===== src/core/clpm_pkg.sv =====
// Package with message class, opcode and cache state encodings for the packet matcher.
package clpm_pkg;

    // ========================================================================
    // Field widths
    // ========================================================================
    localparam int CLASS_W = 4;
    localparam int OPC_W   = 4;
    localparam int STATE_W = 3;

    // ========================================================================
    // Message classes
    // ========================================================================
    localparam logic [3:0] MC_HOME_REQ   = 4'h0;
    localparam logic [3:0] MC_HOME_RSP   = 4'h1;
    localparam logic [3:0] MC_NONDATA    = 4'h2;
    localparam logic [3:0] MC_SNOOP      = 4'h3;
    localparam logic [3:0] MC_NC_STD     = 4'h4;
    localparam logic [3:0] MC_NC_BYPASS  = 4'hc;
    localparam logic [3:0] MC_DATA_RSP   = 4'he;

    // ========================================================================
    // Cache state select codes carried by coherent data responses
    // ========================================================================
    localparam logic [2:0] CS_STATE_F = 3'h0;
    localparam logic [2:0] CS_STATE_E = 3'h1;
    localparam logic [2:0] CS_STATE_I = 3'h2;
    localparam logic [2:0] CS_STATE_M = 3'h3;
    localparam logic [2:0] CS_STATE_S = 3'h4;

    // ========================================================================
    // Data response opcodes that carry a cache state
    // ========================================================================
    localparam logic [3:0] OP_DATA_COHERENT = 4'h0;
    localparam logic [3:0] OP_DATA_FRC_ACK  = 4'h1;
    localparam logic [3:0] OP_DATA_CMP      = 4'h2;

    // ========================================================================
    // Opcodes by message class
    // ========================================================================
    localparam logic [3:0] OP_RQ_READ_CURRENT    = 4'h0;
    localparam logic [3:0] OP_RQ_READ_CODE       = 4'h1;
    localparam logic [3:0] OP_RQ_READ_DATA       = 4'h2;
    localparam logic [3:0] OP_RQ_READ_INV_OWN    = 4'h4;
    localparam logic [3:0] OP_RQ_INV_TO_EXCL     = 4'h8;
    localparam logic [3:0] OP_RQ_ACK_WITH_WB     = 4'h9;
    localparam logic [3:0] OP_RQ_WB_TO_INVALID   = 4'hc;
    localparam logic [3:0] OP_RQ_WB_TO_EXCL      = 4'hd;
    localparam logic [3:0] OP_RQ_WB_TO_SHARED    = 4'he;
    localparam logic [3:0] OP_RQ_CONFLICT_ACK    = 4'hf;

    localparam logic [3:0] OP_RS_PEER_INVALID    = 4'h0;
    localparam logic [3:0] OP_RS_PEER_SHARED     = 4'h1;
    localparam logic [3:0] OP_RS_PEER_CONFLICT   = 4'h4;
    localparam logic [3:0] OP_RS_FWD_UNCHANGED   = 4'h8;
    localparam logic [3:0] OP_RS_FWD_INVALID     = 4'h9;
    localparam logic [3:0] OP_RS_FWD_SHARED      = 4'ha;
    localparam logic [3:0] OP_RS_FWD_INVALID_WB  = 4'hb;
    localparam logic [3:0] OP_RS_FWD_SHARED_WB   = 4'hc;
    localparam logic [3:0] OP_RS_PEER_INVALID_WB = 4'hd;
    localparam logic [3:0] OP_RS_PEER_SHARED_WB  = 4'he;

    localparam logic [3:0] OP_ND_GRANT_EXCL      = 4'h0;
    localparam logic [3:0] OP_ND_GRANT_FORCE_ACK = 4'h1;
    localparam logic [3:0] OP_ND_CMP_WITH_DATA   = 4'h4;
    localparam logic [3:0] OP_ND_CMP_PLAIN       = 4'h8;
    localparam logic [3:0] OP_ND_CMP_FWD_CODE    = 4'ha;
    localparam logic [3:0] OP_ND_CMP_FWD_INV_OWN = 4'hb;
    localparam logic [3:0] OP_ND_CMP_INV_TO_EXCL = 4'hc;

    localparam logic [3:0] OP_SN_CURRENT         = 4'h0;
    localparam logic [3:0] OP_SN_CODE            = 4'h1;
    localparam logic [3:0] OP_SN_DATA            = 4'h2;
    localparam logic [3:0] OP_SN_INV_OWN         = 4'h4;
    localparam logic [3:0] OP_SN_INV_TO_EXCL     = 4'h8;
    localparam logic [3:0] OP_SN_PREFETCH_HINT   = 4'hf;

    localparam logic [3:0] OP_NS_MMIO_READ       = 4'h0;
    localparam logic [3:0] OP_NS_INT_ACK         = 4'h1;
    localparam logic [3:0] OP_NS_FLOAT_ERROR     = 4'h3;
    localparam logic [3:0] OP_NS_MMIO_PART_READ  = 4'h4;
    localparam logic [3:0] OP_NS_CFG_READ        = 4'h5;
    localparam logic [3:0] OP_NS_IO_READ         = 4'h7;
    localparam logic [3:0] OP_NS_CFG_WRITE       = 4'h9;
    localparam logic [3:0] OP_NS_IO_WRITE        = 4'hb;
    localparam logic [3:0] OP_NS_MESSAGE         = 4'hc;

    localparam logic [3:0] OP_NB_MMIO_WRITE      = 4'h0;
    localparam logic [3:0] OP_NB_WC_WRITE        = 4'h1;
    localparam logic [3:0] OP_NB_MESSAGE         = 4'h8;
    localparam logic [3:0] OP_NB_INT_LOGICAL     = 4'h9;
    localparam logic [3:0] OP_NB_INT_PHYSICAL    = 4'ha;
    localparam logic [3:0] OP_NB_INT_PRIO_UPDATE = 4'hb;
    localparam logic [3:0] OP_NB_MMIO_PART_WRITE = 4'hc;
    localparam logic [3:0] OP_NB_WC_PART_WRITE   = 4'hd;
    localparam logic [3:0] OP_NB_PEER_TRANSFER   = 4'he;

    localparam logic [3:0] OP_DR_NONCOHERENT     = 4'h3;
    localparam logic [3:0] OP_DR_WB_TO_INVALID   = 4'h4;
    localparam logic [3:0] OP_DR_WB_TO_SHARED    = 4'h5;
    localparam logic [3:0] OP_DR_WB_TO_EXCL      = 4'h6;
    localparam logic [3:0] OP_DR_UNCACHED_WRITE  = 4'h7;
    localparam logic [3:0] OP_DR_PART_WB_INVALID = 4'h8;
    localparam logic [3:0] OP_DR_PART_WB_EXCL    = 4'ha;
    localparam logic [3:0] OP_DR_PART_UNCACHED   = 4'hb;

    // ========================================================================
    // Reset values
    // ========================================================================
    localparam logic RST_MATCH = 1'b0;

endpackage


===== src/core/clpm_matcher.sv =====
// Packet class and opcode matcher feeding a monitoring counter.
`timescale 1ns/1ps

module clpm_matcher (
    // Clock, reset and enable
    input  wire logic                          CLK_SYS,
    input  wire logic                          RST,
    input  wire logic                          CLK_EN,
    // Observed packet header
    input  wire logic                          HDR_VALID,
    input  wire logic [clpm_pkg::CLASS_W-1:0]  HDR_CLASS,
    input  wire logic [clpm_pkg::OPC_W-1:0]    HDR_OPCODE,
    input  wire logic [clpm_pkg::STATE_W-1:0]  HDR_CACHE_STATE,
    // Programmed match values from counter control state
    input  wire logic                          MATCH_ENABLE,
    input  wire logic [clpm_pkg::CLASS_W-1:0]  MATCH_CLASS,
    input  wire logic [clpm_pkg::OPC_W-1:0]    MATCH_OPCODE,
    input  wire logic [clpm_pkg::STATE_W-1:0]  CACHE_STATE_SELECT,
    // Counter side
    output logic                               MATCH_PULSE,
    output logic                               HDR_ASSIGNED
);
    import clpm_pkg::*;

    // ========================================================================
    // Transaction kinds
    // ========================================================================
    // Every class and opcode pair that this device produces has a kind of its
    // own. Encodings that exist on the link but are never produced here get
    // no kind, so a counter programmed with one of them simply counts nothing.
    typedef enum {
        K_NONE,

        // Home requests.
        K_READ_CURRENT_SNAPSHOT,
        K_READ_CODE_LINE,
        K_READ_DATA_LINE,
        K_READ_INVALIDATE_OWN,
        K_INVALIDATE_TO_EXCLUSIVE,
        K_CONFLICT_ACK_WITH_WRITEBACK,
        K_MODIFIED_WRITEBACK_TO_INVALID,
        K_MODIFIED_WRITEBACK_TO_EXCLUSIVE,
        K_MODIFIED_WRITEBACK_TO_SHARED,
        K_CONFLICT_ACKNOWLEDGE,

        // Home responses.
        K_PEER_INVALID_RESPONSE,
        K_PEER_SHARED_RESPONSE,
        K_PEER_CONFLICT_RESPONSE,
        K_FORWARD_UNCHANGED_RESPONSE,
        K_FORWARD_INVALID_RESPONSE,
        K_FORWARD_SHARED_RESPONSE,
        K_FORWARD_INVALID_WRITEBACK_RESPONSE,
        K_FORWARD_SHARED_WRITEBACK_RESPONSE,
        K_PEER_INVALID_WRITEBACK_RESPONSE,
        K_PEER_SHARED_WRITEBACK_RESPONSE,

        // Non-data responses.
        K_COMPLETION_GRANT_EXCLUSIVE,
        K_GRANT_EXCLUSIVE_FORCE_ACK,
        K_COMPLETION_WITH_DATA,
        K_PLAIN_COMPLETION,
        K_COMPLETION_FORWARD_CODE,
        K_COMPLETION_FORWARD_INVALIDATE_OWN,
        K_COMPLETION_INVALIDATE_TO_EXCLUSIVE,

        // Snoops.
        K_SNOOP_CURRENT,
        K_SNOOP_CODE,
        K_SNOOP_DATA,
        K_SNOOP_INVALIDATE_OWN,
        K_SNOOP_INVALIDATE_TO_EXCLUSIVE,
        K_SNOOP_PREFETCH_HINT,

        // Noncoherent standard channel.
        K_MMIO_READ,
        K_INTERRUPT_ACKNOWLEDGE,
        K_FLOAT_ERROR_NOTICE,
        K_MMIO_PARTIAL_READ,
        K_CONFIGURATION_READ,
        K_LEGACY_IO_READ,
        K_CONFIGURATION_WRITE,
        K_LEGACY_IO_WRITE,
        K_STANDARD_CHANNEL_MESSAGE,

        // Noncoherent bypass channel.
        K_MMIO_WRITE,
        K_WRITE_COMBINABLE_WRITE,
        K_BYPASS_CHANNEL_MESSAGE,
        K_LOGICAL_MODE_INTERRUPT,
        K_PHYSICAL_MODE_INTERRUPT,
        K_INTERRUPT_PRIORITY_UPDATE,
        K_MMIO_PARTIAL_WRITE,
        K_WRITE_COMBINABLE_PARTIAL_WRITE,
        K_BYPASS_PEER_TRANSFER,

        // Data responses.
        K_COHERENT_DATA_RESPONSE,
        K_COHERENT_DATA_FORCE_ACK,
        K_COHERENT_DATA_COMPLETION,
        K_NONCOHERENT_DATA,
        K_WRITEBACK_DATA_TO_INVALID,
        K_WRITEBACK_DATA_TO_SHARED,
        K_WRITEBACK_DATA_TO_EXCLUSIVE,
        K_UNCACHED_WRITE_DATA,
        K_PARTIAL_WRITEBACK_TO_INVALID,
        K_PARTIAL_WRITEBACK_TO_EXCLUSIVE,
        K_PARTIAL_UNCACHED_WRITE_DATA
    } clpm_kind_t;

    // ========================================================================
    // Header decode
    // ========================================================================
    // Class and opcode are decoded as one pair, so an opcode that is legal in
    // one class cannot leak into another. A full table costs a little more
    // logic than a mask but makes every accepted encoding visible by name.
    clpm_kind_t kind;

    always_comb begin
        kind = K_NONE;
        case (HDR_CLASS)
            // Reads, ownership, writebacks and conflict acknowledges. The
            // uncached reads and writes and the flush and eviction codes are
            // never produced by this device and stay without a kind.
            MC_HOME_REQ: begin
                case (HDR_OPCODE)
                    OP_RQ_READ_CURRENT:  kind = K_READ_CURRENT_SNAPSHOT;
                    OP_RQ_READ_CODE:     kind = K_READ_CODE_LINE;
                    OP_RQ_READ_DATA:     kind = K_READ_DATA_LINE;
                    OP_RQ_READ_INV_OWN:  kind = K_READ_INVALIDATE_OWN;
                    OP_RQ_INV_TO_EXCL:   kind = K_INVALIDATE_TO_EXCLUSIVE;
                    OP_RQ_ACK_WITH_WB:   kind = K_CONFLICT_ACK_WITH_WRITEBACK;
                    OP_RQ_WB_TO_INVALID: kind = K_MODIFIED_WRITEBACK_TO_INVALID;
                    OP_RQ_WB_TO_EXCL:    kind = K_MODIFIED_WRITEBACK_TO_EXCLUSIVE;
                    OP_RQ_WB_TO_SHARED:  kind = K_MODIFIED_WRITEBACK_TO_SHARED;
                    OP_RQ_CONFLICT_ACK:  kind = K_CONFLICT_ACKNOWLEDGE;
                    default:             kind = K_NONE;
                endcase
            end

            // Snoop responses from peers. The buried-owner conflict forms
            // are never produced here.
            MC_HOME_RSP: begin
                case (HDR_OPCODE)
                    OP_RS_PEER_INVALID:    kind = K_PEER_INVALID_RESPONSE;
                    OP_RS_PEER_SHARED:     kind = K_PEER_SHARED_RESPONSE;
                    OP_RS_PEER_CONFLICT:   kind = K_PEER_CONFLICT_RESPONSE;
                    OP_RS_FWD_UNCHANGED:   kind = K_FORWARD_UNCHANGED_RESPONSE;
                    OP_RS_FWD_INVALID:     kind = K_FORWARD_INVALID_RESPONSE;
                    OP_RS_FWD_SHARED:      kind = K_FORWARD_SHARED_RESPONSE;
                    OP_RS_FWD_INVALID_WB:  kind = K_FORWARD_INVALID_WRITEBACK_RESPONSE;
                    OP_RS_FWD_SHARED_WB:   kind = K_FORWARD_SHARED_WRITEBACK_RESPONSE;
                    OP_RS_PEER_INVALID_WB: kind = K_PEER_INVALID_WRITEBACK_RESPONSE;
                    OP_RS_PEER_SHARED_WB:  kind = K_PEER_SHARED_WRITEBACK_RESPONSE;
                    default:               kind = K_NONE;
                endcase
            end

            // Grants and completions. The time-out abort and the forced
            // acknowledge without grant are never produced here.
            MC_NONDATA: begin
                case (HDR_OPCODE)
                    OP_ND_GRANT_EXCL:      kind = K_COMPLETION_GRANT_EXCLUSIVE;
                    OP_ND_GRANT_FORCE_ACK: kind = K_GRANT_EXCLUSIVE_FORCE_ACK;
                    OP_ND_CMP_WITH_DATA:   kind = K_COMPLETION_WITH_DATA;
                    OP_ND_CMP_PLAIN:       kind = K_PLAIN_COMPLETION;
                    OP_ND_CMP_FWD_CODE:    kind = K_COMPLETION_FORWARD_CODE;
                    OP_ND_CMP_FWD_INV_OWN: kind = K_COMPLETION_FORWARD_INVALIDATE_OWN;
                    OP_ND_CMP_INV_TO_EXCL: kind = K_COMPLETION_INVALIDATE_TO_EXCLUSIVE;
                    default:               kind = K_NONE;
                endcase
            end

            // Outgoing snoops. The flush snoop and the migratory snoop are
            // never produced here.
            MC_SNOOP: begin
                case (HDR_OPCODE)
                    OP_SN_CURRENT:       kind = K_SNOOP_CURRENT;
                    OP_SN_CODE:          kind = K_SNOOP_CODE;
                    OP_SN_DATA:          kind = K_SNOOP_DATA;
                    OP_SN_INV_OWN:       kind = K_SNOOP_INVALIDATE_OWN;
                    OP_SN_INV_TO_EXCL:   kind = K_SNOOP_INVALIDATE_TO_EXCLUSIVE;
                    OP_SN_PREFETCH_HINT: kind = K_SNOOP_PREFETCH_HINT;
                    default:             kind = K_NONE;
                endcase
            end

            // Ordered noncoherent traffic. The peer-to-peer standard form is
            // never produced here.
            MC_NC_STD: begin
                case (HDR_OPCODE)
                    OP_NS_MMIO_READ:      kind = K_MMIO_READ;
                    OP_NS_INT_ACK:        kind = K_INTERRUPT_ACKNOWLEDGE;
                    OP_NS_FLOAT_ERROR:    kind = K_FLOAT_ERROR_NOTICE;
                    OP_NS_MMIO_PART_READ: kind = K_MMIO_PARTIAL_READ;
                    OP_NS_CFG_READ:       kind = K_CONFIGURATION_READ;
                    OP_NS_IO_READ:        kind = K_LEGACY_IO_READ;
                    OP_NS_CFG_WRITE:      kind = K_CONFIGURATION_WRITE;
                    OP_NS_IO_WRITE:       kind = K_LEGACY_IO_WRITE;
                    OP_NS_MESSAGE:        kind = K_STANDARD_CHANNEL_MESSAGE;
                    default:              kind = K_NONE;
                endcase
            end

            // Bypass noncoherent traffic. The debug data code is never
            // produced here.
            MC_NC_BYPASS: begin
                case (HDR_OPCODE)
                    OP_NB_MMIO_WRITE:      kind = K_MMIO_WRITE;
                    OP_NB_WC_WRITE:        kind = K_WRITE_COMBINABLE_WRITE;
                    OP_NB_MESSAGE:         kind = K_BYPASS_CHANNEL_MESSAGE;
                    OP_NB_INT_LOGICAL:     kind = K_LOGICAL_MODE_INTERRUPT;
                    OP_NB_INT_PHYSICAL:    kind = K_PHYSICAL_MODE_INTERRUPT;
                    OP_NB_INT_PRIO_UPDATE: kind = K_INTERRUPT_PRIORITY_UPDATE;
                    OP_NB_MMIO_PART_WRITE: kind = K_MMIO_PARTIAL_WRITE;
                    OP_NB_WC_PART_WRITE:   kind = K_WRITE_COMBINABLE_PARTIAL_WRITE;
                    OP_NB_PEER_TRANSFER:   kind = K_BYPASS_PEER_TRANSFER;
                    default:               kind = K_NONE;
                endcase
            end

            // Data carrying responses and writebacks. The first three forms
            // also carry a cache state, qualified below. Opcode 1001 stays
            // unused, so it never matches.
            MC_DATA_RSP: begin
                case (HDR_OPCODE)
                    OP_DATA_COHERENT:      kind = K_COHERENT_DATA_RESPONSE;
                    OP_DATA_FRC_ACK:       kind = K_COHERENT_DATA_FORCE_ACK;
                    OP_DATA_CMP:           kind = K_COHERENT_DATA_COMPLETION;
                    OP_DR_NONCOHERENT:     kind = K_NONCOHERENT_DATA;
                    OP_DR_WB_TO_INVALID:   kind = K_WRITEBACK_DATA_TO_INVALID;
                    OP_DR_WB_TO_SHARED:    kind = K_WRITEBACK_DATA_TO_SHARED;
                    OP_DR_WB_TO_EXCL:      kind = K_WRITEBACK_DATA_TO_EXCLUSIVE;
                    OP_DR_UNCACHED_WRITE:  kind = K_UNCACHED_WRITE_DATA;
                    OP_DR_PART_WB_INVALID: kind = K_PARTIAL_WRITEBACK_TO_INVALID;
                    OP_DR_PART_WB_EXCL:    kind = K_PARTIAL_WRITEBACK_TO_EXCLUSIVE;
                    OP_DR_PART_UNCACHED:   kind = K_PARTIAL_UNCACHED_WRITE_DATA;
                    default:               kind = K_NONE;
                endcase
            end

            default: kind = K_NONE;
        endcase
    end

    // ========================================================================
    // Cache state qualification
    // ========================================================================
    // Only the three coherent data response forms carry a cache state. The
    // plain form can report M as well; the completion and forced-acknowledge
    // forms cannot, so selecting M or S for them counts nothing.
    logic state_ok;

    always_comb begin
        state_ok = 1'b1;
        case (kind)
            K_COHERENT_DATA_RESPONSE: begin
                case (HDR_CACHE_STATE)
                    CS_STATE_E, CS_STATE_F,
                    CS_STATE_I, CS_STATE_M: state_ok = 1'b1;
                    default:                state_ok = 1'b0;
                endcase
            end
            K_COHERENT_DATA_FORCE_ACK,
            K_COHERENT_DATA_COMPLETION: begin
                case (HDR_CACHE_STATE)
                    CS_STATE_E, CS_STATE_F, CS_STATE_I: state_ok = 1'b1;
                    default:                            state_ok = 1'b0;
                endcase
            end
            default: state_ok = 1'b1;
        endcase
    end

    // ========================================================================
    // Match decision
    // ========================================================================
    // The programmed class and opcode must equal the header as a pair, and
    // the header must decode to a kind, so programming an encoding that this
    // device never produces leaves the counter idle.
    logic stateful;
    logic hit;
    logic assigned;
    logic match_d,    match_q;
    logic assigned_d, assigned_q;

    always_comb begin
        assigned = (kind != K_NONE);
        stateful = (kind == K_COHERENT_DATA_RESPONSE)
                 || (kind == K_COHERENT_DATA_FORCE_ACK)
                 || (kind == K_COHERENT_DATA_COMPLETION);
        hit = MATCH_ENABLE && assigned
            && (HDR_CLASS == MATCH_CLASS) && (HDR_OPCODE == MATCH_OPCODE);
        if (stateful) begin
            hit = hit && (HDR_CACHE_STATE == CACHE_STATE_SELECT)
                && state_ok;
        end
        match_d    = HDR_VALID && hit;
        assigned_d = HDR_VALID && assigned;
    end

    // Both outputs are held low between headers so the counter sees a pulse.
    // While the clock enable is low both flops keep their value, so the
    // counter must be frozen by the same enable or it counts a pulse twice.
    always_ff @(posedge CLK_SYS or posedge RST) begin
        if (RST) begin
            match_q    <= RST_MATCH;
            assigned_q <= RST_MATCH;
        end else if (CLK_EN) begin
            match_q    <= match_d;
            assigned_q <= assigned_d;
        end
    end

    assign MATCH_PULSE  = match_q;
    assign HDR_ASSIGNED = assigned_q;

endmodule


===== config.mk =====
export PLATFORM = sky130hd
export DESIGN_NAME = clpm_matcher
export DESIGN_NICKNAME = d
export VERILOG_FILES = /design/src/core/clpm_pkg.sv /design/src/core/clpm_matcher.sv
export SDC_FILE = /design/constraint.sdc
export NUM_CORES = 1
export LEC_CHECK = 0
export BUFFER_PORTS_ARGS = -buffer_cell sky130_fd_sc_hd__buf_2
export CAP_MARGIN = 25
export CORE_MARGIN = 4
export CORE_UTILIZATION = 48
export DETAILED_ROUTE_END_ITERATION = 6
export GPL_TIMING_DRIVEN = 0
export PLACE_DENSITY = 0.76
export SYNTH_ARGS = -nofsm -noshare
export SYNTH_HDL_FRONTEND = slang
export SYNTH_SLANG_ARGS = --single-unit

===== constraint.sdc =====
create_clock -name CLK_SYS -period 0.8 [get_ports CLK_SYS]
set_input_delay 0.04 -clock CLK_SYS [delete_from_list [all_inputs] [get_ports CLK_SYS]]
set_output_delay 0.04 -clock CLK_SYS [all_outputs]
set_load 0.05 [all_outputs]

==> results of run 1 <==
==> cell usage after synthesis, types with 5 or more instances <==
cell type	count	area (um2)
nand2_1	8	30.0
a21oi_1	11	55.1
o31ai_1	5	37.5
nor2_1	7	26.3
ha_1	7	87.6
o21ai_0	6	30.0
buf_2	7	35.0
inv_1	9	33.8
xor2_1	9	78.8
==> logic make-up (layout without fill, tap and decap cells) <==
family,count (synthesis),count (layout),synth area share (%)
compound gates,49,49,33.2
flops,2,2,4.46
fa+ha+maj,7,7,7.80
simple gates,54,54,30.7
mux,6,6,5.57
xor+xnor,10,10,7.80
buf+inv,22,63,10.5
==> path summary, 6_finish.rpt <==
check	startpoint	endpoint	slack (ps)
min reg2reg	MATCH_PULSE$_DFFE_PP0P_	MATCH_PULSE$_DFFE_PP0P_	600
min in group asynchronous	RST	HDR_ASSIGNED$_DFFE_PP0P_	210
max in group asynchronous	RST	MATCH_PULSE$_DFFE_PP0P_	470
max reg2reg	MATCH_PULSE$_DFFE_PP0P_	MATCH_PULSE$_DFFE_PP0P_	50
min	CLK_EN	HDR_ASSIGNED$_DFFE_PP0P_	40
max	HDR_OPCODE[0]	MATCH_PULSE$_DFFE_PP0P_	-1190
==> per-layer routing <==
metal | vias up | global-route usage, % | part of all wire [%]
li1 | 655 | - | -
met1 | 644 | 28.5 | 36
met2 | 99 | 41.4 | 50
met3 | 19 | 3.68 | 11
met4 | 0 | 9.49 | 2.5
met5 | - | 0 | 0
==> power groups by stage <==
stage               Sequential (mW)  Combinational [mW]  Clock [mW]
finish                        0.117               0.793       0.229
global route                  0.118               0.849       0.250
floorplan                     0.148               0.427           0
global placement              0.116               0.622           0
CTS                           0.117               0.728       0.235
detailed placement            0.115               0.635           0
==> timing repair <==
item	CTS	global route
pin swaps	2	3
setup buffers	9	3
hold endpoints to repair	2	0
gates resized for setup	20	7
cloned	0	0
setup endpoints to repair	4	4
hold buffers	1	0
==> flip-flops by register name (all words and copies together) (netlist names) <==
register / flops
MATCH_PULSE: 1
HDR_ASSIGNED: 1
==> layout make-up <==
type | count | area (um2)
Fill cell | 159 | 588
Buffer | 13 | 116
Sequential cell | 2 | 50.0
Timing Repair Buffer | 38 | 275
Inverter | 9 | 47.5
Tap cell | 28 | 35.0
Clock buffer | 3 | 22.5
Multi-Input combinational cell | 126 | 1080
==> critical path, stage by stage <==
cell	delay [ps]
buf_12	100
buf_4	140
ha_1	270
nor2_2	130
o22ai_1	90
and2_1	180
o41ai_2	350
nand4_1	240
buf_4	200
a2111oi_2	220
o31ai_1	120
==> metrics by stage <==
step	setup WS, ps	total power [mW]	util [%]	TNS, ps	instance area (um2)
3_5_place_dp	-1670	0.750	61.9	-3230	1370
3_3_place_gp	-1630	0.738	61.9	-3140	1370
2_1_floorplan	-1170	0.575	-	-2320	1210
4_1_cts	-1180	1.08	70.8	-2350	1570
6_report	-1190	1.14	73.4	-2370	1620
5_1_grt	-1280	1.22	73.4	-2600	1620
==> results.py, run 1 <==
metrics = {
    "sta": {
        "finalHoldViolations": 0,
        "rsz0062_at_grt": "true",
        "setup_ws_ps": -1190,
        "holdWs_ps": 40.1,
        "min_period_ps": 1990,
        "max_freq_mhz": 503,
        "setup_viol": 3,
        "worstMarginPinSlew_ps": 737,
        "fin_crit_sh_pct": 249,
        "skew_ps": 0,
        "slew_viol_final": 0,
        "relSlewSlack_pct": 50.2,
    },
    "setup_path": {
        "arrival_ps": 2080,
        "reg2regPathDepth": 3,
        "crit_type": "input port to flop",
        "cp_data_required_time_ps": 890,
        "critPathLaunchType": "input port",
        "cp_max_fo": 4,
        "cp-end-kind": "flop",
    },
    "cts": {
        "clock-root-buffer": "clkbuf_4",
        "h-tree-depth": 1,
        "cts_tree": "built",
        "clockBufferDepth": 2,
        "cts_made_buffers": 3,
        "cts_sinks": 2,
        "clkSlewWorstSetupHoldPaths_ps": 30,
        "clock_latency_ps": 230,
    },
    "flow_run": {
        "maxCapViolations": 0,
    },
    "layout": {
        "fin_cells": 219,
        "drive_above_1_share_pct": 44.0,
        "num_antenna_cells": 0,
        "fin_nets": 227,
        "mostFrequentLayoutCell": "buf_2",
        "final_cell_mix": "28 x buf_2, 12 x buf_4, 10 x a21oi_1",
        "syn_to_final_growth_pct": 44.7,
    },
    "synth": {
        "async_reset_ff_share_pct": 100,
        "synth-edff-count": 0,
        "synth-main-ff-cell": "dfrtp_1",
        "synth_cell_type_count": 57,
        "syn_nets": 184,
        "synth_area_mm2": 0.00112,
        "syn_avg_cell_area_um2": 7.48,
        "yosysWarnings": 0,
        "ys_ff_latch": 2,
        "netlist_instances": 150,
        "yosysSeqAreaShare_pct": 4.46,
    },
    "status": {
        "status": "complete, but fails checks",
        "violations": "negative setup slack",
    },
    "place": {
        "dp_hpwl_um": 2570,
        "dp.cells": 203,
        "port_buffers": 25,
        "routabilityCongestion": 1.01,
    },
    "floorplanning": {
        "die_w_um": 56.4,
        "core_mm2": 0.00221,
        "rows": 17,
        "fp.dieArea_mm2": 0.00318,
        "ios": 29,
        "fp.dieH_um": 56.4,
        "initial_core_util_pct": 50.7,
    },
    "pwr": {
        "ir_drop_mv": 0.658,
        "p_per_area_mw_per_mm2": 701,
        "power_frac_clock_pct": 20.1,
        "p_int_uw": 651,
        "switchingPower_uw": 488,
        "leakagePower_nw": 0.692,
        "power_frac_seq_pct": 10.2,
        "combPwrFrac_pct": 69.7,
        "swShare_pct": 42.9,
    },
    "global_routing": {
        "grt_pass1_wl_um": 6170,
        "grt_max_degree": 11,
        "grt_pass1_vias": 1306,
        "antenna_found_initial": 0,
        "grt_overflow": 0,
        "grtUsageTotal_pct": 23.7,
    },
    "routing": {
        "finalWirelength_um": 3810,
        "firstDrtPassIters": 5,
        "drc": 0,
        "viasPerCell": 6.47,
        "ant_nets": 0,
        "wl_per_cell_um": 17.4,
        "via_count": 1417,
        "dr.first_iter.drc_count": 98,
    },
    "hold_path": {
        "min_path_type": "input port to flop",
        "hold-path-cell-count": 2,
    },
}
(Power assumes the default switching activity.)
==> run 2: changes to the inputs <==
--- a/config.mk
+++ b/config.mk
@@ -5,13 +5,14 @@
 export SDC_FILE = /design/constraint.sdc
 export NUM_CORES = 1
 export LEC_CHECK = 0
+export ABC_AREA = 1
 export BUFFER_PORTS_ARGS = -buffer_cell sky130_fd_sc_hd__buf_2
 export CAP_MARGIN = 25
 export CORE_MARGIN = 4
-export CORE_UTILIZATION = 48
+export CORE_UTILIZATION = 49
 export DETAILED_ROUTE_END_ITERATION = 6
 export GPL_TIMING_DRIVEN = 0
-export PLACE_DENSITY = 0.76
+export PLACE_DENSITY = 0.77
 export SYNTH_ARGS = -nofsm -noshare
 export SYNTH_HDL_FRONTEND = slang
 export SYNTH_SLANG_ARGS = --single-unit
==> constraint.sdc (replaced) <==
create_clock -name CLK_SYS -period 1.6 [get_ports CLK_SYS]
set_input_delay 0.08 -clock CLK_SYS [delete_from_list [all_inputs] [get_ports CLK_SYS]]
set_output_delay 0.08 -clock CLK_SYS [all_outputs]
set_load 0.05 [all_outputs]
==> run 2 against run 1 <==
Critical path type unchanged. Critical path depth grew 5. The flow now finishes without violations. Largest power group unchanged. Clock power decreased by 49%. Via count increased by 5.6%. Synthesized cell count grew 50%. Non-clock buffer count down 16. Register-to-register slack better by 960 ps. Cell area shrank 9.0%. Routed wire length decreased by 11%. Combinational power shrank 58%. Die area up 5.4%. Utilization is 9.1 points lower.
==> results.py, run 2 <==
metrics = {
    "cts": {
        "h-tree-depth": 1,
        "cts_sinks": 2,
        "clock_latency_ps": 220,
        "cts_made_buffers": 3,
        "clkSlewWorstSetupHoldPaths_ps": 30,
        "cts_tree": "built",
        "clockBufferDepth": 2,
        "clock-root-buffer": "clkbuf_4",
    },
    "setup_path": {
        "cp_max_fo": 8,
        "arrival_ps": 1560,
        "cp_data_required_time_ps": 1720,
        "critPathLaunchType": "input port",
        "cp-end-kind": "flop",
        "crit_type": "input port to flop",
    },
    "pwr": {
        "p_total_uw": 504,
        "p_per_area_mw_per_mm2": 341,
        "leakagePower_nw": 0.895,
        "ir_drop_mv": 0.276,
    },
    "synth": {
        "synth-compound-area-share_pct": 6.98,
        "yosys.area_share.xor_xnor_pct": 5.75,
        "syn_avg_cell_area_um2": 5.42,
        "yosys.area.top_type": "nand2_1",
        "synth-main-ff-cell": "dfrtp_1",
        "synth_most_common_cell": "nand2_1",
        "yosys-top-cells-area": "nand2_1 27%, nor2_1 8.0%, ha_1 7.2%",
        "syn_nets": 259,
        "synthAdderAreaFrac_pct": 7.19,
        "yosys.area_share.simple_pct": 62.5,
        "synth-edff-count": 0,
        "netlist_instances": 225,
        "synth_cell_type_count": 30,
        "yosysWarnings": 0,
        "synth_area_mm2": 0.00122,
        "ys_top_cells_by_count": "87 x nand2_1, 26 x nor2_1, 17 x nand3_1, 14 x inv_1, 10 x nand2_2",
        "ys_ff_latch": 2,
        "synth_top_family_by_area": "simple AND/OR/NAND/NOR gates",
        "post_synth_mux_area_share_pct": 0,
        "yosysSeqAreaShare_pct": 4.11,
        "async_reset_ff_share_pct": 100,
        "yosysTopAreaCellShare_pct": 26.8,
    },
    "routing": {
        "ant_nets": 0,
        "dr.first_iter.drc_count": 113,
        "finalWirelength_um": 3400,
        "firstDrtPassIters": 4,
        "via_count": 1496,
        "viasPerCell": 5.25,
        "drc": 0,
        "wl_per_cell_um": 11.9,
    },
    "layout": {
        "mostFrequentLayoutCell": "nand2_1",
        "multi_input_area_mm2": 0.00103,
        "drive_above_1_share_pct": 31.1,
        "syn_to_final_growth_pct": 21.3,
        "final_cell_mix": "84 x nand2_1, 25 x buf_2, 24 x nor2_1",
        "num_antenna_cells": 0,
        "n_fill_cell": 249,
        "stdcell_area_mm2": 0.00148,
        "fin_nets": 293,
        "regArea_um2": 50.0,
    },
    "global_routing": {
        "grtUsageTotal_pct": 19.8,
        "antenna_found_initial": 0,
        "grt_overflow": 0,
        "grt_pass1_wl_um": 5420,
        "grt_pass1_vias": 1266,
        "grt_max_degree": 11,
    },
    "sta": {
        "min_period_ps": 1440,
        "finalHoldViolations": 0,
        "setup_viol": 0,
        "max_freq_mhz": 694,
        "fin_crit_sh_pct": 90.0,
        "slew_viol_final": 0,
        "skew_ps": 0,
        "worstMarginPinSlew_ps": 405,
        "holdWs_ps": 103,
        "fin_tns_setup_ps": 0,
        "relSlewSlack_pct": 72.9,
        "rsz0062_at_grt": "false",
    },
    "floorplanning": {
        "rows": 17,
        "ios": 29,
        "core_mm2": 0.00230,
        "fp.dieArea_mm2": 0.00335,
        "initial_core_util_pct": 53.1,
        "fp.dieH_um": 57.9,
        "die_w_um": 57.9,
    },
    "place": {
        "routabilityCongestion": 0.945,
        "dp_hpwl_um": 2690,
        "port_buffers": 26,
        "dpl-instance-area_mm2": 0.00138,
    },
    "status": {
        "status": "finished, final reports clean",
    },
    "hold_path": {
        "min_path_type": "input port to flop",
    },
    "flow_run": {
        "maxCapViolations": 0,
    },
}
[run 2: cell count changes in the layout (fill, tap and decap cells not counted), moves of 5 or more]
cell,previous run,this run
nor2_1,5,24
nand2_4,0,5
inv_1,5,14
nand2_2,1,12
nor2_2,2,9
nand2_1,8,84
buf_4,12,2
a21oi_1,10,1
o31ai_1,5,0
nand3_1,2,17
[run 2: power breakdown]
group          switching (mW)  internal [mW]  total [mW]
logic                   0.205          0.126       0.331
registers             0.00171         0.0547      0.0564
clock network          0.0335         0.0833       0.117
[run 2: stage by stage]
stage,std cells,utilization (%),setup WS (ps)
2_1_floorplan,225,-,140
3_3_place_gp,279,60.2,-271
3_5_place_dp,279,60.2,-294
4_1_cts,283,61.9,17.4
5_1_grt,285,64.3,6.19
6_report,285,64.3,160
[run 2: worst paths after layout]
| check | from | end | slack [ps] | cells after the start |
|---|---|---|---|---|
| max reg2reg | HDR_ASSIGNED$_DFFE_PP0P_ | HDR_ASSIGNED$_DFFE_PP0P_ | 1010 | 2 |
| min reg2reg | MATCH_PULSE$_DFFE_PP0P_ | MATCH_PULSE$_DFFE_PP0P_ | 470 | 2 |
| max in group asynchronous | RST | HDR_ASSIGNED$_DFFE_PP0P_ | 1240 | 3 |
| min | HDR_VALID | HDR_ASSIGNED$_DFFE_PP0P_ | 100 | 3 |
| min in group asynchronous | RST | MATCH_PULSE$_DFFE_PP0P_ | 240 | 3 |
| max | HDR_OPCODE[0] | MATCH_PULSE$_DFFE_PP0P_ | 160 | 16 |
[run 2: final cells by class]
cell class	instances	area share (%)
clock buffers	3	1.52
inverters	23	6.86
multi-input cells	194	69.6
repair buffers	29	11.4
well taps	28	2.37
flip-flops and latches	2	3.39
plain buffers	6	4.83
[run 2: timing repair]
action	CTS	global route
resized for setup	2	16
hold endpoints to repair	2	0
gates cloned	0	1
buffers inserted	0	1
hold buffers	1	0
pin swaps	0	6
endpoints found under the setup margin	2	2
[run 2: logic make-up after synthesis]
| kind of cell | after synthesis |
|---|---|
| simple gates | 165 |
| buf+inv | 29 |
| compound gates | 14 |
| xor+xnor | 8 |
| fa+ha+maj | 7 |
| flops | 2 |
[run 2: layer usage]
metal | vias up | share of wire, % | GRT usage, %
li1 | 769 | - | -
met1 | 625 | 41 | 27.8
met2 | 90 | 45 | 32.1
met3 | 12 | 12 | 0.891
met4 | 0 | 2.6 | 6.29
met5 | - | 0 | 0
[run 2: worst max-delay path: stages]
cell and delay (ps):
buf_8 100, inv_4 50, ha_2 190, buf_6 130
buf_4 130, nand2_4 50, nand2_1 50, nand2_1 60
nand2_1 50, nor2_2 120, nand3_2 110, and2_1 150
nor2_1 110, nand2_1 70, nand2_1 60, nand2_1 50
==> run 3: changes to the inputs <==
--- a/config.mk
+++ b/config.mk
@@ -9,10 +9,10 @@
 export BUFFER_PORTS_ARGS = -buffer_cell sky130_fd_sc_hd__buf_2
 export CAP_MARGIN = 25
 export CORE_MARGIN = 4
-export CORE_UTILIZATION = 49
+export CORE_UTILIZATION = 55
 export DETAILED_ROUTE_END_ITERATION = 6
 export GPL_TIMING_DRIVEN = 0
-export PLACE_DENSITY = 0.77
+export PLACE_DENSITY = 0.82
 export SYNTH_ARGS = -nofsm -noshare
 export SYNTH_HDL_FRONTEND = slang
 export SYNTH_SLANG_ARGS = --single-unit
==> constraint.sdc (replaced) <==
create_clock -name CLK_SYS -period 1.85 [get_ports CLK_SYS]
set_input_delay 0.0925 -clock CLK_SYS [delete_from_list [all_inputs] [get_ports CLK_SYS]]
set_output_delay 0.0925 -clock CLK_SYS [all_outputs]
set_load 0.05 [all_outputs]
==> run 3 against run 2 <==
Register-to-register slack better by 240 ps. Clock-buffer cell count stayed put. Highest routed layer unchanged. Largest power group unchanged. Utilization rose by 5.2 points. Non-clock buffer count fell by 2.
==> results.py, run 3 (synthesis results as in run 2) <==
metrics = {
    "setup_path": {
        "critPathLaunchType": "input port",
        "cp_max_fo": 10,
        "arrival_ps": 1760,
        "cp_data_required_time_ps": 1970,
        "cp-end-kind": "flop",
        "crit_type": "input port to flop",
    },
    "global_routing": {
        "grt_overflow": 0,
        "grt_max_degree": 11,
        "grtUsageTotal_pct": 23.9,
        "antenna_found_initial": 0,
        "grt_pass1_vias": 1227,
        "grt_pass1_wl_um": 5260,
    },
    "routing": {
        "via_count": 1481,
        "drc": 0,
        "viasPerCell": 5.25,
        "finalWirelength_um": 3430,
        "firstDrtPassIters": 4,
        "wl_per_cell_um": 12.1,
        "ant_nets": 0,
        "dr.first_iter.drc_count": 66,
    },
    "sta": {
        "setup_viol": 0,
        "max_freq_mhz": 608,
        "finalHoldViolations": 0,
        "fin_tns_setup_ps": 0,
        "rsz0062_at_grt": "false",
        "worstMarginPinSlew_ps": 417,
        "slew_viol_final": 0,
        "fin_crit_sh_pct": 88.9,
        "min_period_ps": 1640,
        "skew_ps": 0,
        "relSlewSlack_pct": 72.1,
    },
    "layout": {
        "drive_above_1_share_pct": 28.2,
        "n_fill_cell": 213,
        "mostFrequentLayoutCell": "nand2_1",
        "syn_to_final_growth_pct": 16.5,
        "final_cell_mix": "86 x nand2_1, 26 x nor2_1, 25 x buf_2",
        "multi_input_area_mm2": 0.00101,
        "num_antenna_cells": 0,
        "fin_nets": 291,
        "regArea_um2": 50.0,
        "stdcell_area_mm2": 0.00142,
    },
    "pwr": {
        "p_int_uw": 219,
        "ir_drop_mv": 0.180,
        "p_per_area_mw_per_mm2": 298,
        "combPwrFrac_pct": 64.5,
        "power_frac_seq_pct": 11.5,
        "swShare_pct": 48.2,
        "leakagePower_nw": 0.872,
        "power_frac_clock_pct": 24.0,
        "switchingPower_uw": 204,
    },
    "cts": {
        "clkSlewWorstSetupHoldPaths_ps": 30,
        "cts_tree": "built",
        "cts_made_buffers": 3,
        "clockBufferDepth": 2,
        "clock-root-buffer": "clkbuf_4",
        "cts_sinks": 2,
        "clock_latency_ps": 230,
        "h-tree-depth": 1,
    },
    "floorplanning": {
        "die_w_um": 55.1,
        "ios": 29,
        "rows": 16,
        "initial_core_util_pct": 59.7,
        "fp.dieArea_mm2": 0.00303,
        "fp.dieH_um": 55.1,
        "core_mm2": 0.00204,
    },
    "place": {
        "dpl-instance-area_mm2": 0.00138,
        "port_buffers": 26,
        "routabilityCongestion": 0.949,
        "dp_hpwl_um": 2750,
    },
    "hold_path": {
        "min_path_type": "input port to flop",
    },
    "status": {
        "status": "finished, final reports clean",
    },
    "flow_run": {
        "maxCapViolations": 0,
    },
}
==> run 3: changes by cell type in the layout (fill, tap and decap cells not counted), moves of 2 or more <==
cell | before | now
buf_6 | 4 | 2
inv_2 | 5 | 7
inv_4 | 2 | 0
nand2_1 | 84 | 86
nor2_1 | 24 | 26
nor2_2 | 9 | 7
==> run 3: power groups by stage <==
stage          sequential, mW  combinational (mW)  clock [mW]
2_1_floorplan          0.0612               0.176           0
3_3_place_gp           0.0490               0.266           0
3_5_place_dp           0.0491               0.266           0
4_1_cts                0.0487               0.269       0.101
5_1_grt                0.0488               0.302       0.104
6_report               0.0486               0.273       0.102
==> run 3: cell type report <==
class | count | area share [%]
Buffer | 6 | 4.76
Clock buffer | 3 | 1.59
Inverter | 23 | 6.78
Multi-Input combinational cell | 194 | 70.9
Sequential cell | 2 | 3.52
Tap cell | 27 | 2.38
Timing Repair Buffer | 27 | 10.0
==> run 3: worst paths after layout <==
| kind | to | start | cells past startpoint | slack [ps] |
|---|---|---|---|---|
| max in group asynchronous | MATCH_PULSE$_DFFE_PP0P_ | RST | 3 | 1440 |
| worst max-delay path | MATCH_PULSE$_DFFE_PP0P_ | HDR_OPCODE[0] | 18 | 210 |
| worst min register to register | HDR_ASSIGNED$_DFFE_PP0P_ | HDR_ASSIGNED$_DFFE_PP0P_ | 2 | 460 |
| worst max register to register | MATCH_PULSE$_DFFE_PP0P_ | MATCH_PULSE$_DFFE_PP0P_ | 2 | 1250 |
| min in group asynchronous | HDR_ASSIGNED$_DFFE_PP0P_ | RST | 3 | 300 |
| worst min-delay path | HDR_ASSIGNED$_DFFE_PP0P_ | HDR_VALID | 3 | 100 |
==> run 3: repair_timing <==
action                     in CTS  in global routing
hold buffers                    1                  0
buffers inserted                0                  0
hold endpoints to repair        2                  0
resized for setup               0                  2
setup endpoints to repair       0                  1
==> run 3: metal layers <==
layer	GRT usage, %	share of wire (%)	up-vias
met5	0	0	-
met4	5.26	1.3	0
met3	2.14	9.6	7
met2	41.5	47	65
met1	31.7	42	643
li1	-	-	766
==> run 3: critical path: stages <==
cell      delay (ps)
clkbuf_4         170
inv_2             80
ha_1             200
buf_4            180
nand2_2          100
nand2_2           70
nand2_4           90
nand2_2           70
nand2_2           60
nand2_1           70
nor2_2           100
nand2_1           60
nor2_1           100
nand3_1          100
nand2_1           80
inv_1             40
nand2_1           40
nand2_1           50
==> run 3: stage by stage <==
stage / power (mW) / std cells / util [%] / hold WS (ps) / setup slack, ps
3_3_place_gp: 0.315 / 278 / 67.7 / -57.9 / -38.9
3_5_place_dp: 0.316 / 278 / 67.7 / -48.2 / -52.6
6_report: 0.423 / 282 / 69.5 / 104 / 206
4_1_cts: 0.419 / 282 / 69.3 / 113 / 162
2_1_floorplan: 0.237 / 225 / - / -166 / 378
5_1_grt: 0.455 / 282 / 69.5 / 142 / 23.0
